**config.mk**
```make
export PLATFORM = sky130hd
export DESIGN_NAME = cvs_setpoint
export DESIGN_NICKNAME = d
export VERILOG_FILES = /design/src/core/cvs_pkg.sv /design/src/core/cvs_setpoint.sv
export VERILOG_INCLUDE_DIRS = /design/src /design/src/core
export SDC_FILE = /design/constraint.sdc
export NUM_CORES = 1
export LEC_CHECK = 0
export BUFFER_PORTS_ARGS = -buffer_cell sky130_fd_sc_hd__buf_2
export CELL_PAD_IN_SITES_DETAIL_PLACEMENT = 1
export CELL_PAD_IN_SITES_GLOBAL_PLACEMENT = 1
export CORE_AREA = 2 2 67 100
export DETAILED_ROUTE_END_ITERATION = 8
export DIE_AREA = 0 0 69 102
export GPL_ROUTABILITY_DRIVEN = 0
export PLACE_DENSITY_LB_ADDON = 0.05
export SYNTH_ARGS = -nofsm -noshare
export SYNTH_HDL_FRONTEND = slang
export SYNTH_SLANG_ARGS = --single-unit
export TNS_END_PERCENT = 1
```
**constraint.sdc**
```tcl
create_clock -name i_core_clk -period 2.6 [get_ports i_core_clk]
set_input_delay 0.52 -clock i_core_clk [delete_from_list [all_inputs] [get_ports i_core_clk]]
set_output_delay 0.52 -clock i_core_clk [all_outputs]
set_load 0.01 [all_outputs]
```
**src/core/cvs_cfg.svh**
```systemverilog
// Purpose: constants for the charge voltage setpoint register block
// Assumes: byte-wide register port decoded from the serial interface
// Notes: values in mV are also given as 16-bit register codes (8 mV lsb at bit 3)
//
// Notes on behaviour
// - The charge voltage target is one 16-bit value spread over two consecutive byte addresses.
// - The target spans 1.024 V to 19.200 V in 8 mV steps.
// - A nonzero write whose value lies below 1.024 V or above 19.200 V is dropped and the target kept.
// - At power-on the target loads 4200, 8400, 12600 or 16800 mV from the cell-count pin.
// - With input good high, charging starts only once the host writes a charge current.
// - A target never programmed by the host stays at the cell-count default.
// - Writing zero to the target reloads the cell-count default instead of storing zero.
// - Writing zero to the target also forces the charge current register to zero.
// - Upper byte bits 6..0 weigh 16384 mV down to 256 mV.
// - Lower byte bits 7..3 weigh 128 mV down to 8 mV.
// - Upper byte bit 7 must be zero; a write with it set is invalid.
// - Lower byte bits 2..0 are not stored on write, but a nonzero value in them keeps the write from counting as a zero write.
`ifndef CVS_CFG_SVH
`define CVS_CFG_SVH
`define CVS_ADDR_LOW    8'h04
`define CVS_ADDR_HIGH   8'h05
`define CVS_CODE_MIN    16'h0400
`define CVS_CODE_MAX    16'h4b00
`define CVS_CODE_1S     16'h1068
`define CVS_CODE_2S     16'h20d0
`define CVS_CODE_3S     16'h3138
`define CVS_CODE_4S     16'h41a0
`define CVS_INVALID_BIT 15
`define CVS_LOW_MASK    8'hf8
`define CVS_HIGH_MASK   8'h7f
`define CVS_CODE_ZERO   16'h0000
`define CVS_STRAP_WAIT  2'h2
`endif

```
**src/core/cvs_pkg.sv**
```systemverilog
// Purpose: types for the charge voltage setpoint block
// Assumes: nothing
// Notes: none
`default_nettype none
package cvs_pkg;
  typedef enum logic [0:0] {
    CVS_IDLE     = 1'b0,
    CVS_HAVE_LOW = 1'b1
  } cvs_phase_t;

  typedef struct packed {
    logic       wr;
    logic       rd;
    logic [7:0] addr;
    logic [7:0] wdata;
  } cvs_req_t;

  typedef struct packed {
    cvs_phase_t  phase;
    logic [7:0]  low_hold;
    logic [15:0] target;
    logic [1:0]  cell_sync1;
    logic [1:0]  cell_sync2;
    logic        good_sync1;
    logic        good_sync2;
    logic [7:0]  rdata;
    logic        clr_cur;
    logic        charge_en;
    logic        written;
    logic [1:0]  strap_cnt;
    logic        strap_taken;
  } cvs_state_t;
endpackage : cvs_pkg
`default_nettype wire

```
**src/core/cvs_setpoint.sv**
```systemverilog
// Purpose: charge voltage target register pair with range check and cell default
// Assumes: register requests are synchronous to i_core_clk; pins are asynchronous
// Notes: low byte is held until the high byte arrives, then the word is checked
`include "cvs_cfg.svh"
`default_nettype none
module cvs_setpoint (
  input  wire logic             i_core_clk,
  input  wire logic             i_rst,
  input  wire logic             i_clk_en,
  input  wire cvs_pkg::cvs_req_t i_req,
  input  wire logic [1:0]       i_cell_count_select_pin,
  input  wire logic             i_input_good_indication,
  input  wire logic             i_fast_charge_written,
  output logic [7:0]            o_rdata,
  output logic [15:0]           o_battery_regulation_target,
  output logic                  o_fast_charge_clear,
  output logic                  o_charge_enable,
  output logic                  o_target_written
);
  import cvs_pkg::*;

  cvs_state_t st_ff;
  cvs_state_t nxt_st;

  ////////////////////////////////////////////////////////////////////////
  function automatic logic [15:0] cell_default(input logic [1:0] cells);
    case (cells)
      2'h0:    cell_default = `CVS_CODE_1S;
      2'h1:    cell_default = `CVS_CODE_2S;
      2'h2:    cell_default = `CVS_CODE_3S;
      default: cell_default = `CVS_CODE_4S;
    endcase
  endfunction : cell_default

  function automatic logic wr_hit(input cvs_req_t req, input logic [7:0] addr);
    wr_hit = req.wr && (req.addr == addr);
  endfunction : wr_hit
  function automatic logic rd_hit(input cvs_req_t req, input logic [7:0] addr);
    rd_hit = req.rd && (req.addr == addr);
  endfunction : rd_hit
  function automatic logic in_range(input logic [15:0] code);
    in_range = (code >= `CVS_CODE_MIN) && (code <= `CVS_CODE_MAX);
  endfunction : in_range

  logic [15:0] word;
  logic        word_ok;

  always_comb begin
    nxt_st            = st_ff;
    nxt_st.clr_cur    = 1'b0;
    nxt_st.cell_sync1 = i_cell_count_select_pin;
    nxt_st.cell_sync2 = st_ff.cell_sync1;
    nxt_st.good_sync1 = i_input_good_indication;
    nxt_st.good_sync2 = st_ff.good_sync1;
    // reserved low bits dropped; bit 15 kept so the check can reject it
    word    = {i_req.wdata, st_ff.low_hold & `CVS_LOW_MASK};
    word_ok = !word[`CVS_INVALID_BIT] && in_range(word);
    // strap caught only once the pin has crossed both synchroniser stages;
    // an earlier host write is not overwritten by the late default
    if (!st_ff.strap_taken) begin
      if (st_ff.strap_cnt == `CVS_STRAP_WAIT) begin
        if (!st_ff.written) begin
          nxt_st.target = cell_default(st_ff.cell_sync2);
        end
        nxt_st.strap_taken = 1'b1;
      end else begin
        nxt_st.strap_cnt = st_ff.strap_cnt + 2'h1;
      end
    end
    if (wr_hit(i_req, `CVS_ADDR_LOW)) begin
      nxt_st.low_hold = i_req.wdata;
      nxt_st.phase    = CVS_HAVE_LOW;
    end
    if (wr_hit(i_req, `CVS_ADDR_HIGH)) begin
      case (st_ff.phase)
        CVS_HAVE_LOW: begin
          if ({i_req.wdata, st_ff.low_hold} == `CVS_CODE_ZERO) begin
            nxt_st.target  = cell_default(st_ff.cell_sync2);
            nxt_st.clr_cur = 1'b1;
            nxt_st.written = 1'b0;
          end else if (word_ok) begin
            nxt_st.target  = word;
            nxt_st.written = 1'b1;
          end
        end
        default: begin
        end
      endcase
      nxt_st.phase = CVS_IDLE;
    end
    // charging needs input good and a written current; zero target write stops it
    if (!st_ff.good_sync2 || nxt_st.clr_cur) begin
      nxt_st.charge_en = 1'b0;
    end else if (i_fast_charge_written) begin
      nxt_st.charge_en = 1'b1;
    end
    if (i_req.rd) begin
      case (i_req.addr)
        `CVS_ADDR_LOW:  nxt_st.rdata = st_ff.target[7:0];
        `CVS_ADDR_HIGH: nxt_st.rdata = st_ff.target[15:8] & `CVS_HIGH_MASK;
        default:        nxt_st.rdata = 8'h00;
      endcase
    end
  end

  always_ff @(posedge i_core_clk or posedge i_rst) begin
    if (i_rst) begin
      st_ff <= '0;
    end else if (i_clk_en) begin
      st_ff <= nxt_st;
    end
  end

  assign o_rdata                     = st_ff.rdata;
  assign o_battery_regulation_target = st_ff.target;
  assign o_fast_charge_clear         = st_ff.clr_cur;
  assign o_charge_enable             = st_ff.charge_en;
  assign o_target_written            = st_ff.written;

  ////////////////////////////////////////////////////////////////////////
  // write path checks
  range_hold_a: assert property (@(posedge i_core_clk) disable iff (i_rst)
    (i_clk_en && st_ff.strap_taken && st_ff.phase == CVS_HAVE_LOW
     && wr_hit(i_req, `CVS_ADDR_HIGH) && i_req.wdata[7]) |=> $stable(st_ff.target))
    else $error("target changed on invalid write");

  zero_clear_a: assert property (@(posedge i_core_clk) disable iff (i_rst)
    $rose(st_ff.clr_cur) |-> st_ff.target == cell_default(st_ff.cell_sync2))
    else $error("zero write did not reload default");

  target_limit_a: assert property (@(posedge i_core_clk) disable iff (i_rst)
    st_ff.written |-> in_range(st_ff.target))
    else $error("stored target out of range");

  low_only_a: assert property (@(posedge i_core_clk) disable iff (i_rst)
    (i_clk_en && wr_hit(i_req, `CVS_ADDR_LOW) && st_ff.strap_taken)
    |=> $stable(st_ff.target))
    else $error("low byte alone changed target");

  charge_gate_a: assert property (@(posedge i_core_clk) disable iff (i_rst)
    st_ff.charge_en |-> $past(st_ff.good_sync2))
    else $error("charging without input good");

  lsb_ignore_a: assert property (@(posedge i_core_clk) disable iff (i_rst)
    st_ff.target[2:0] == 3'h0)
    else $error("reserved low bits stored");

  phase_low_a: assert property (@(posedge i_core_clk) disable iff (i_rst)
    (i_clk_en && wr_hit(i_req, `CVS_ADDR_LOW)) |=> st_ff.phase == CVS_HAVE_LOW)
    else $error("low write did not arm the pair");

  hold_capture_a: assert property (@(posedge i_core_clk) disable iff (i_rst)
    (i_clk_en && wr_hit(i_req, `CVS_ADDR_LOW)) |=> st_ff.low_hold == $past(i_req.wdata))
    else $error("low byte not held");

  hold_idle_a: assert property (@(posedge i_core_clk) disable iff (i_rst)
    (i_clk_en && !wr_hit(i_req, `CVS_ADDR_LOW)) |=> $stable(st_ff.low_hold))
    else $error("held low byte changed without write");

  phase_high_a: assert property (@(posedge i_core_clk) disable iff (i_rst)
    (i_clk_en && wr_hit(i_req, `CVS_ADDR_HIGH)) |=> st_ff.phase == CVS_IDLE)
    else $error("high write left the pair armed");

  lone_high_a: assert property (@(posedge i_core_clk) disable iff (i_rst)
    (i_clk_en && st_ff.strap_taken && st_ff.phase == CVS_IDLE
     && wr_hit(i_req, `CVS_ADDR_HIGH)) |=> $stable(st_ff.target) && !st_ff.clr_cur)
    else $error("high byte alone acted");

  valid_store_a: assert property (@(posedge i_core_clk) disable iff (i_rst)
    (i_clk_en && st_ff.phase == CVS_HAVE_LOW && wr_hit(i_req, `CVS_ADDR_HIGH) && word_ok)
    |=> st_ff.target == $past(word) && st_ff.written)
    else $error("valid word not stored");

  invalid_keep_a: assert property (@(posedge i_core_clk) disable iff (i_rst)
    (i_clk_en && st_ff.strap_taken && st_ff.phase == CVS_HAVE_LOW
     && wr_hit(i_req, `CVS_ADDR_HIGH) && !word_ok
     && {i_req.wdata, st_ff.low_hold} != `CVS_CODE_ZERO) |=> $stable(st_ff.target))
    else $error("out of range word stored");

  zero_reload_a: assert property (@(posedge i_core_clk) disable iff (i_rst)
    (i_clk_en && st_ff.phase == CVS_HAVE_LOW && wr_hit(i_req, `CVS_ADDR_HIGH)
     && {i_req.wdata, st_ff.low_hold} == `CVS_CODE_ZERO)
    |=> st_ff.clr_cur && !st_ff.written
        && st_ff.target == cell_default($past(st_ff.cell_sync2)))
    else $error("zero write not handled");

  target_quiet_a: assert property (@(posedge i_core_clk) disable iff (i_rst)
    (i_clk_en && st_ff.strap_taken && !wr_hit(i_req, `CVS_ADDR_HIGH))
    |=> $stable(st_ff.target))
    else $error("target changed without high write");

  top_bit_a: assert property (@(posedge i_core_clk) disable iff (i_rst)
    !st_ff.target[`CVS_INVALID_BIT])
    else $error("reserved top bit stored");

  target_nonzero_a: assert property (@(posedge i_core_clk) disable iff (i_rst)
    st_ff.strap_taken |-> st_ff.target != `CVS_CODE_ZERO)
    else $error("target zero after start");

  ////////////////////////////////////////////////////////////////////////
  // strap and clear pulse checks
  strap_bound_a: assert property (@(posedge i_core_clk) disable iff (i_rst)
    st_ff.strap_cnt <= `CVS_STRAP_WAIT)
    else $error("strap counter overran");

  strap_done_a: assert property (@(posedge i_core_clk) disable iff (i_rst)
    st_ff.strap_taken |-> st_ff.strap_cnt == `CVS_STRAP_WAIT)
    else $error("strap taken early");

  strap_load_a: assert property (@(posedge i_core_clk) disable iff (i_rst)
    $rose(st_ff.strap_taken)
    |-> st_ff.written || st_ff.target == cell_default($past(st_ff.cell_sync2)))
    else $error("cell default not loaded");

  clr_pulse_a: assert property (@(posedge i_core_clk) disable iff (i_rst)
    (i_clk_en && st_ff.clr_cur) |=> !st_ff.clr_cur)
    else $error("clear pulse too long");

  clr_cause_a: assert property (@(posedge i_core_clk) disable iff (i_rst)
    (i_clk_en && !(wr_hit(i_req, `CVS_ADDR_HIGH) && st_ff.phase == CVS_HAVE_LOW))
    |=> !st_ff.clr_cur)
    else $error("clear without zero write");

  clr_stop_a: assert property (@(posedge i_core_clk) disable iff (i_rst)
    st_ff.clr_cur |-> !st_ff.charge_en)
    else $error("charging through clear");

  clr_unwritten_a: assert property (@(posedge i_core_clk) disable iff (i_rst)
    st_ff.clr_cur |-> !st_ff.written)
    else $error("written flag kept on zero write");

  ////////////////////////////////////////////////////////////////////////
  // charge enable checks
  en_drop_a: assert property (@(posedge i_core_clk) disable iff (i_rst)
    (i_clk_en && !st_ff.good_sync2) |=> !st_ff.charge_en)
    else $error("charging kept without input good");

  en_wait_a: assert property (@(posedge i_core_clk) disable iff (i_rst)
    (i_clk_en && !st_ff.charge_en && !i_fast_charge_written) |=> !st_ff.charge_en)
    else $error("charging began without current write");

  en_start_a: assert property (@(posedge i_core_clk) disable iff (i_rst)
    (i_clk_en && st_ff.good_sync2 && i_fast_charge_written
     && !(wr_hit(i_req, `CVS_ADDR_HIGH) && st_ff.phase == CVS_HAVE_LOW))
    |=> st_ff.charge_en)
    else $error("charging did not begin");

  ////////////////////////////////////////////////////////////////////////
  // read path checks
  read_low_a: assert property (@(posedge i_core_clk) disable iff (i_rst)
    (i_clk_en && rd_hit(i_req, `CVS_ADDR_LOW))
    |=> {8'h00, st_ff.rdata} == ($past(st_ff.target) & 16'h00ff))
    else $error("low read wrong");

  read_high_a: assert property (@(posedge i_core_clk) disable iff (i_rst)
    (i_clk_en && rd_hit(i_req, `CVS_ADDR_HIGH))
    |=> {st_ff.rdata, 8'h00} == ($past(st_ff.target) & {`CVS_HIGH_MASK, 8'h00}))
    else $error("high read wrong");

  read_other_a: assert property (@(posedge i_core_clk) disable iff (i_rst)
    (i_clk_en && i_req.rd && !rd_hit(i_req, `CVS_ADDR_LOW)
     && !rd_hit(i_req, `CVS_ADDR_HIGH)) |=> st_ff.rdata == 8'h00)
    else $error("unmapped read not zero");

  read_hold_a: assert property (@(posedge i_core_clk) disable iff (i_rst)
    (i_clk_en && !i_req.rd) |=> $stable(st_ff.rdata))
    else $error("read data moved without read");

  ////////////////////////////////////////////////////////////////////////
  // synchroniser checks
  cell_sync_a: assert property (@(posedge i_core_clk) disable iff (i_rst)
    i_clk_en |=> st_ff.cell_sync1 == $past(i_cell_count_select_pin))
    else $error("cell pin not captured");

  cell_stage_a: assert property (@(posedge i_core_clk) disable iff (i_rst)
    i_clk_en |=> st_ff.cell_sync2 == $past(st_ff.cell_sync1))
    else $error("cell second stage wrong");

  good_sync_a: assert property (@(posedge i_core_clk) disable iff (i_rst)
    i_clk_en |=> st_ff.good_sync1 == $past(i_input_good_indication))
    else $error("input good not captured");

  good_stage_a: assert property (@(posedge i_core_clk) disable iff (i_rst)
    i_clk_en |=> st_ff.good_sync2 == $past(st_ff.good_sync1))
    else $error("input good second stage wrong");

  ////////////////////////////////////////////////////////////////////////
  // low clock enable freezes every field
  freeze_phase_a: assert property (@(posedge i_core_clk) disable iff (i_rst)
    !i_clk_en |=> $stable(st_ff.phase))
    else $error("phase moved while frozen");

  freeze_hold_a: assert property (@(posedge i_core_clk) disable iff (i_rst)
    !i_clk_en |=> $stable(st_ff.low_hold))
    else $error("held byte moved while frozen");

  freeze_target_a: assert property (@(posedge i_core_clk) disable iff (i_rst)
    !i_clk_en |=> $stable(st_ff.target))
    else $error("target moved while frozen");

  freeze_cell1_a: assert property (@(posedge i_core_clk) disable iff (i_rst)
    !i_clk_en |=> $stable(st_ff.cell_sync1))
    else $error("cell stage one moved while frozen");

  freeze_cell2_a: assert property (@(posedge i_core_clk) disable iff (i_rst)
    !i_clk_en |=> $stable(st_ff.cell_sync2))
    else $error("cell stage two moved while frozen");

  freeze_good1_a: assert property (@(posedge i_core_clk) disable iff (i_rst)
    !i_clk_en |=> $stable(st_ff.good_sync1))
    else $error("good stage one moved while frozen");

  freeze_good2_a: assert property (@(posedge i_core_clk) disable iff (i_rst)
    !i_clk_en |=> $stable(st_ff.good_sync2))
    else $error("good stage two moved while frozen");

  freeze_rdata_a: assert property (@(posedge i_core_clk) disable iff (i_rst)
    !i_clk_en |=> $stable(st_ff.rdata))
    else $error("read data moved while frozen");

  freeze_clear_a: assert property (@(posedge i_core_clk) disable iff (i_rst)
    !i_clk_en |=> $stable(st_ff.clr_cur))
    else $error("clear moved while frozen");

  freeze_enable_a: assert property (@(posedge i_core_clk) disable iff (i_rst)
    !i_clk_en |=> $stable(st_ff.charge_en))
    else $error("enable moved while frozen");

  freeze_written_a: assert property (@(posedge i_core_clk) disable iff (i_rst)
    !i_clk_en |=> $stable(st_ff.written))
    else $error("written flag moved while frozen");

  freeze_count_a: assert property (@(posedge i_core_clk) disable iff (i_rst)
    !i_clk_en |=> $stable(st_ff.strap_cnt))
    else $error("strap counter moved while frozen");

  freeze_strap_a: assert property (@(posedge i_core_clk) disable iff (i_rst)
    !i_clk_en |=> $stable(st_ff.strap_taken))
    else $error("strap flag moved while frozen");
endmodule : cvs_setpoint
`default_nettype wire

```
==> results.ini <==
[sta]
fin_setup_tns_ns=0
hold_viol=0
worstMarginPinSlew_ns=0.634
finalSetupViolations=0
slew_viol_final=0
period_share_pct=85.9
relSlewSlack_pct=57.5
fin_skew_ns=0.00633
fin_crit_ns=2.23
rsz0062_at_grt=no
clock.fmax_ghz=0.448

[global_routing]
use_met3_pct=3.16
grt_use_met2_pct=39.7
grt_start_max_net_pins=29
grtUsageMet1_pct=22.5
grt_pass1_vias=2138
gr-total-overflow=0
antenna_found_initial=0
grt_pass1_wl_um=11100
grt.total_usage_pct=20.3
busiest_layer=met2

[worst_setup_path]
cp_max_fo=5
endpoint_kind=flop
required_ns=2.82
critPathLaunch=st_ff[39]$_DFFE_PP0P_
crit_path_max_incr_delay_ns=0.44
worst_setup_path_start_kind=flop
critPathTopFamily=simple AND/OR/NAND/NOR gates
cp_cell_sequence=nor3_1, nand4_1, nor3_4, a211oi_1, a21boi_0, a2bb2oi_1
critical_path.slowest_cell=dfrtp_1
critPathBufInv=0
r2r_start=st_ff[39]$_DFFE_PP0P_
critPathKind=flop to flop
critPathArrivalTime_ns=2.45

[floorplanning]
rows=35
die_width_um=69
initial_utilization_pct=41.1
die_y_um=102
core_area_sq_um=6130
die_area_sq_um=7040
ios=52

[synthesis]
syn-num-nets=288
avgSynthCellArea_sq_um=9.81
synth.distinct_cells=49
yosysSeqAreaShare_pct=44.7
synth_area_sq_um=2520
ys_async_sr_fraction_pct=100
yosys_warnings=0
synth_edf_count=0
synth_cells=257
synth_ff_type=dfrtp_1
ys_seq_elements=45

[clock_tree]
cts_tree=yes
cts_resized=0
clock_sinks=45
clkTransAtPathRegs_ns=0.09
clock_latency_ns=0.30
h-tree-depth=2
cts_inserted_buffers=5
ctsHoldBuffers=0
cts_buffer_depth=2
postCtsSetupBuffers=0
clock_tree.root_cell=clkbuf_8

[layout]
drive_gt1_share_pct=32.1
area_growth_pct=11.3
mostFrequentLayoutCells=buf_2, dfrtp_1, nand2_1
fill_cells=743
diodes=0
final_common_cell=buf_2
nets=323
finish.utilization_pct=45.8

[pwr]
power.density_nw_per_um2=603
vdd_drop_max_mv=0.283
leakagePower_nw=1.33

[routing]
vias=2038
drcViolationCount=0
wl_um=6720
dr.pass1.iters=4
viasPerCell=5.55
wl_per_cell_um=18.3
first_iter_violations=58
ant_nets=0

[status]
status=finished, final reports clean

[placed_design]
hpwl_um=5330
portBuffers=51

[min_path]
hp-class=input port to asynchronous set/reset pin

[run]
cap_violations=0

kinds of logic (layout without fill, tap and decap cells):
| kind of cell | count (synthesis) | after routing | share of synthesized area [%] |
|---|---|---|---|
| adders and majority gates | 6 | 6 | 2.98 |
| AOI/OAI and AO/OA | 71 | 71 | 19.2 |
| and+or+nand+nor | 77 | 77 | 16.9 |
| muxes | 12 | 12 | 5.36 |
| xor gates and xnor gates | 1 | 1 | 0.347 |
| DFF | 45 | 45 | 44.7 |
| buffers and inverters | 45 | 81 | 10.6 |
synthesized netlist by cell type, types with 2 or more instances:
cell type	instances	area share, %
clkbuf_1	7	1.0
a211oi_1	6	1.8
a22oi_1	8	2.4
a21o_1	2	0.60
dfrtp_1	45	45
nand4_1	3	0.74
a21oi_1	11	2.2
nand3_1	2	0.40
or2_2	4	0.99
o31ai_1	3	0.89
a31oi_1	4	0.99
nor2_1	19	2.8
a2bb2oi_1	3	1.0
o22ai_1	3	0.74
nor3_1	8	1.6
nand2_1	21	3.1
inv_1	13	1.9
o21bai_1	2	0.60
a21boi_0	2	0.60
and2_1	6	1.5
ha_1	6	3.0
o21ai_0	18	3.6
mux2_2	12	5.4
buf_4	24	7.1
path summary, 6_finish.rpt:
kind / endpoint / slack (ns) / cells after the start
worst max-delay path: o_battery_regulation_target[8]$_DFFE_PP0P_ / 0.37 / 6
worst min-delay path: o_rdata[7]$_DFFE_PP0P_ / 0.28 / 2
max in group asynchronous: o_fast_charge_clear$_DFFE_PP0P_ / 1.73 / 3
worst min register to register: o_rdata[6]$_DFFE_PP0P_ / 0.48 / 2
min in group i_core_clk: nxt_st[14]$_DFFE_PP0P_ / 0.44 / 2
worst max register to register: o_battery_regulation_target[8]$_DFFE_PP0P_ / 0.37 / 6
final cells by class:
| class | count | area, sq um | share of cell area, % |
|---|---|---|---|
| well taps | 74 | 92.6 | 3.30 |
| clock inverters | 2 | 15.0 | 0.535 |
| multi-input cells | 167 | 1130 | 40.2 |
| inverters | 13 | 48.8 | 1.74 |
| clock buffers | 6 | 72.6 | 2.59 |
| repair buffers | 60 | 323 | 11.5 |
| flip-flops and latches | 45 | 1130 | 40.1 |
layer usage:
metal / up-vias / part of all wire, %
met4: 0 / 1.7
met5: - / 0
met2: 44 / 55
met1: 1025 / 40
li1: 961 / -
met3: 8 / 3.3
report_power, final:
| group | internal, mW | switching (mW) | leakage, nW |
|---|---|---|---|
| clock network | 0.190 | 0.253 | 0.0374 |
| logic | 0.178 | 0.212 | 0.729 |
| registers | 0.785 | 0.0756 | 0.565 |
| total | 1.15 | 0.541 | 1.33 |
registers in the layout, summed over array words and instances (netlist names):
register                     cells
o_battery_regulation_target     16
st_ff                           15
nxt_st                           3
o_charge_enable                  1
o_target_written                 1
o_fast_charge_clear              1
o_rdata                          8
per-stage QoR:
stage / setup slack, ns / hold slack [ns] / total power [mW] / area [sq um] / std cells
final: 0.367 / 0.278 / 1.69 / 2810 / 367
after detailed placement: 0.0703 / 0.467 / 1.27 / 2720 / 359
after floorplan: 0.405 / 0.449 / 1.17 / 2520 / 257
after global routing: 0.257 / 0.337 / 1.80 / 2810 / 367
after CTS: 0.359 / 0.309 / 1.71 / 2810 / 367
after global placement: 0.0587 / 0.456 / 1.26 / 2720 / 359
(Power assumes the default switching activity.)
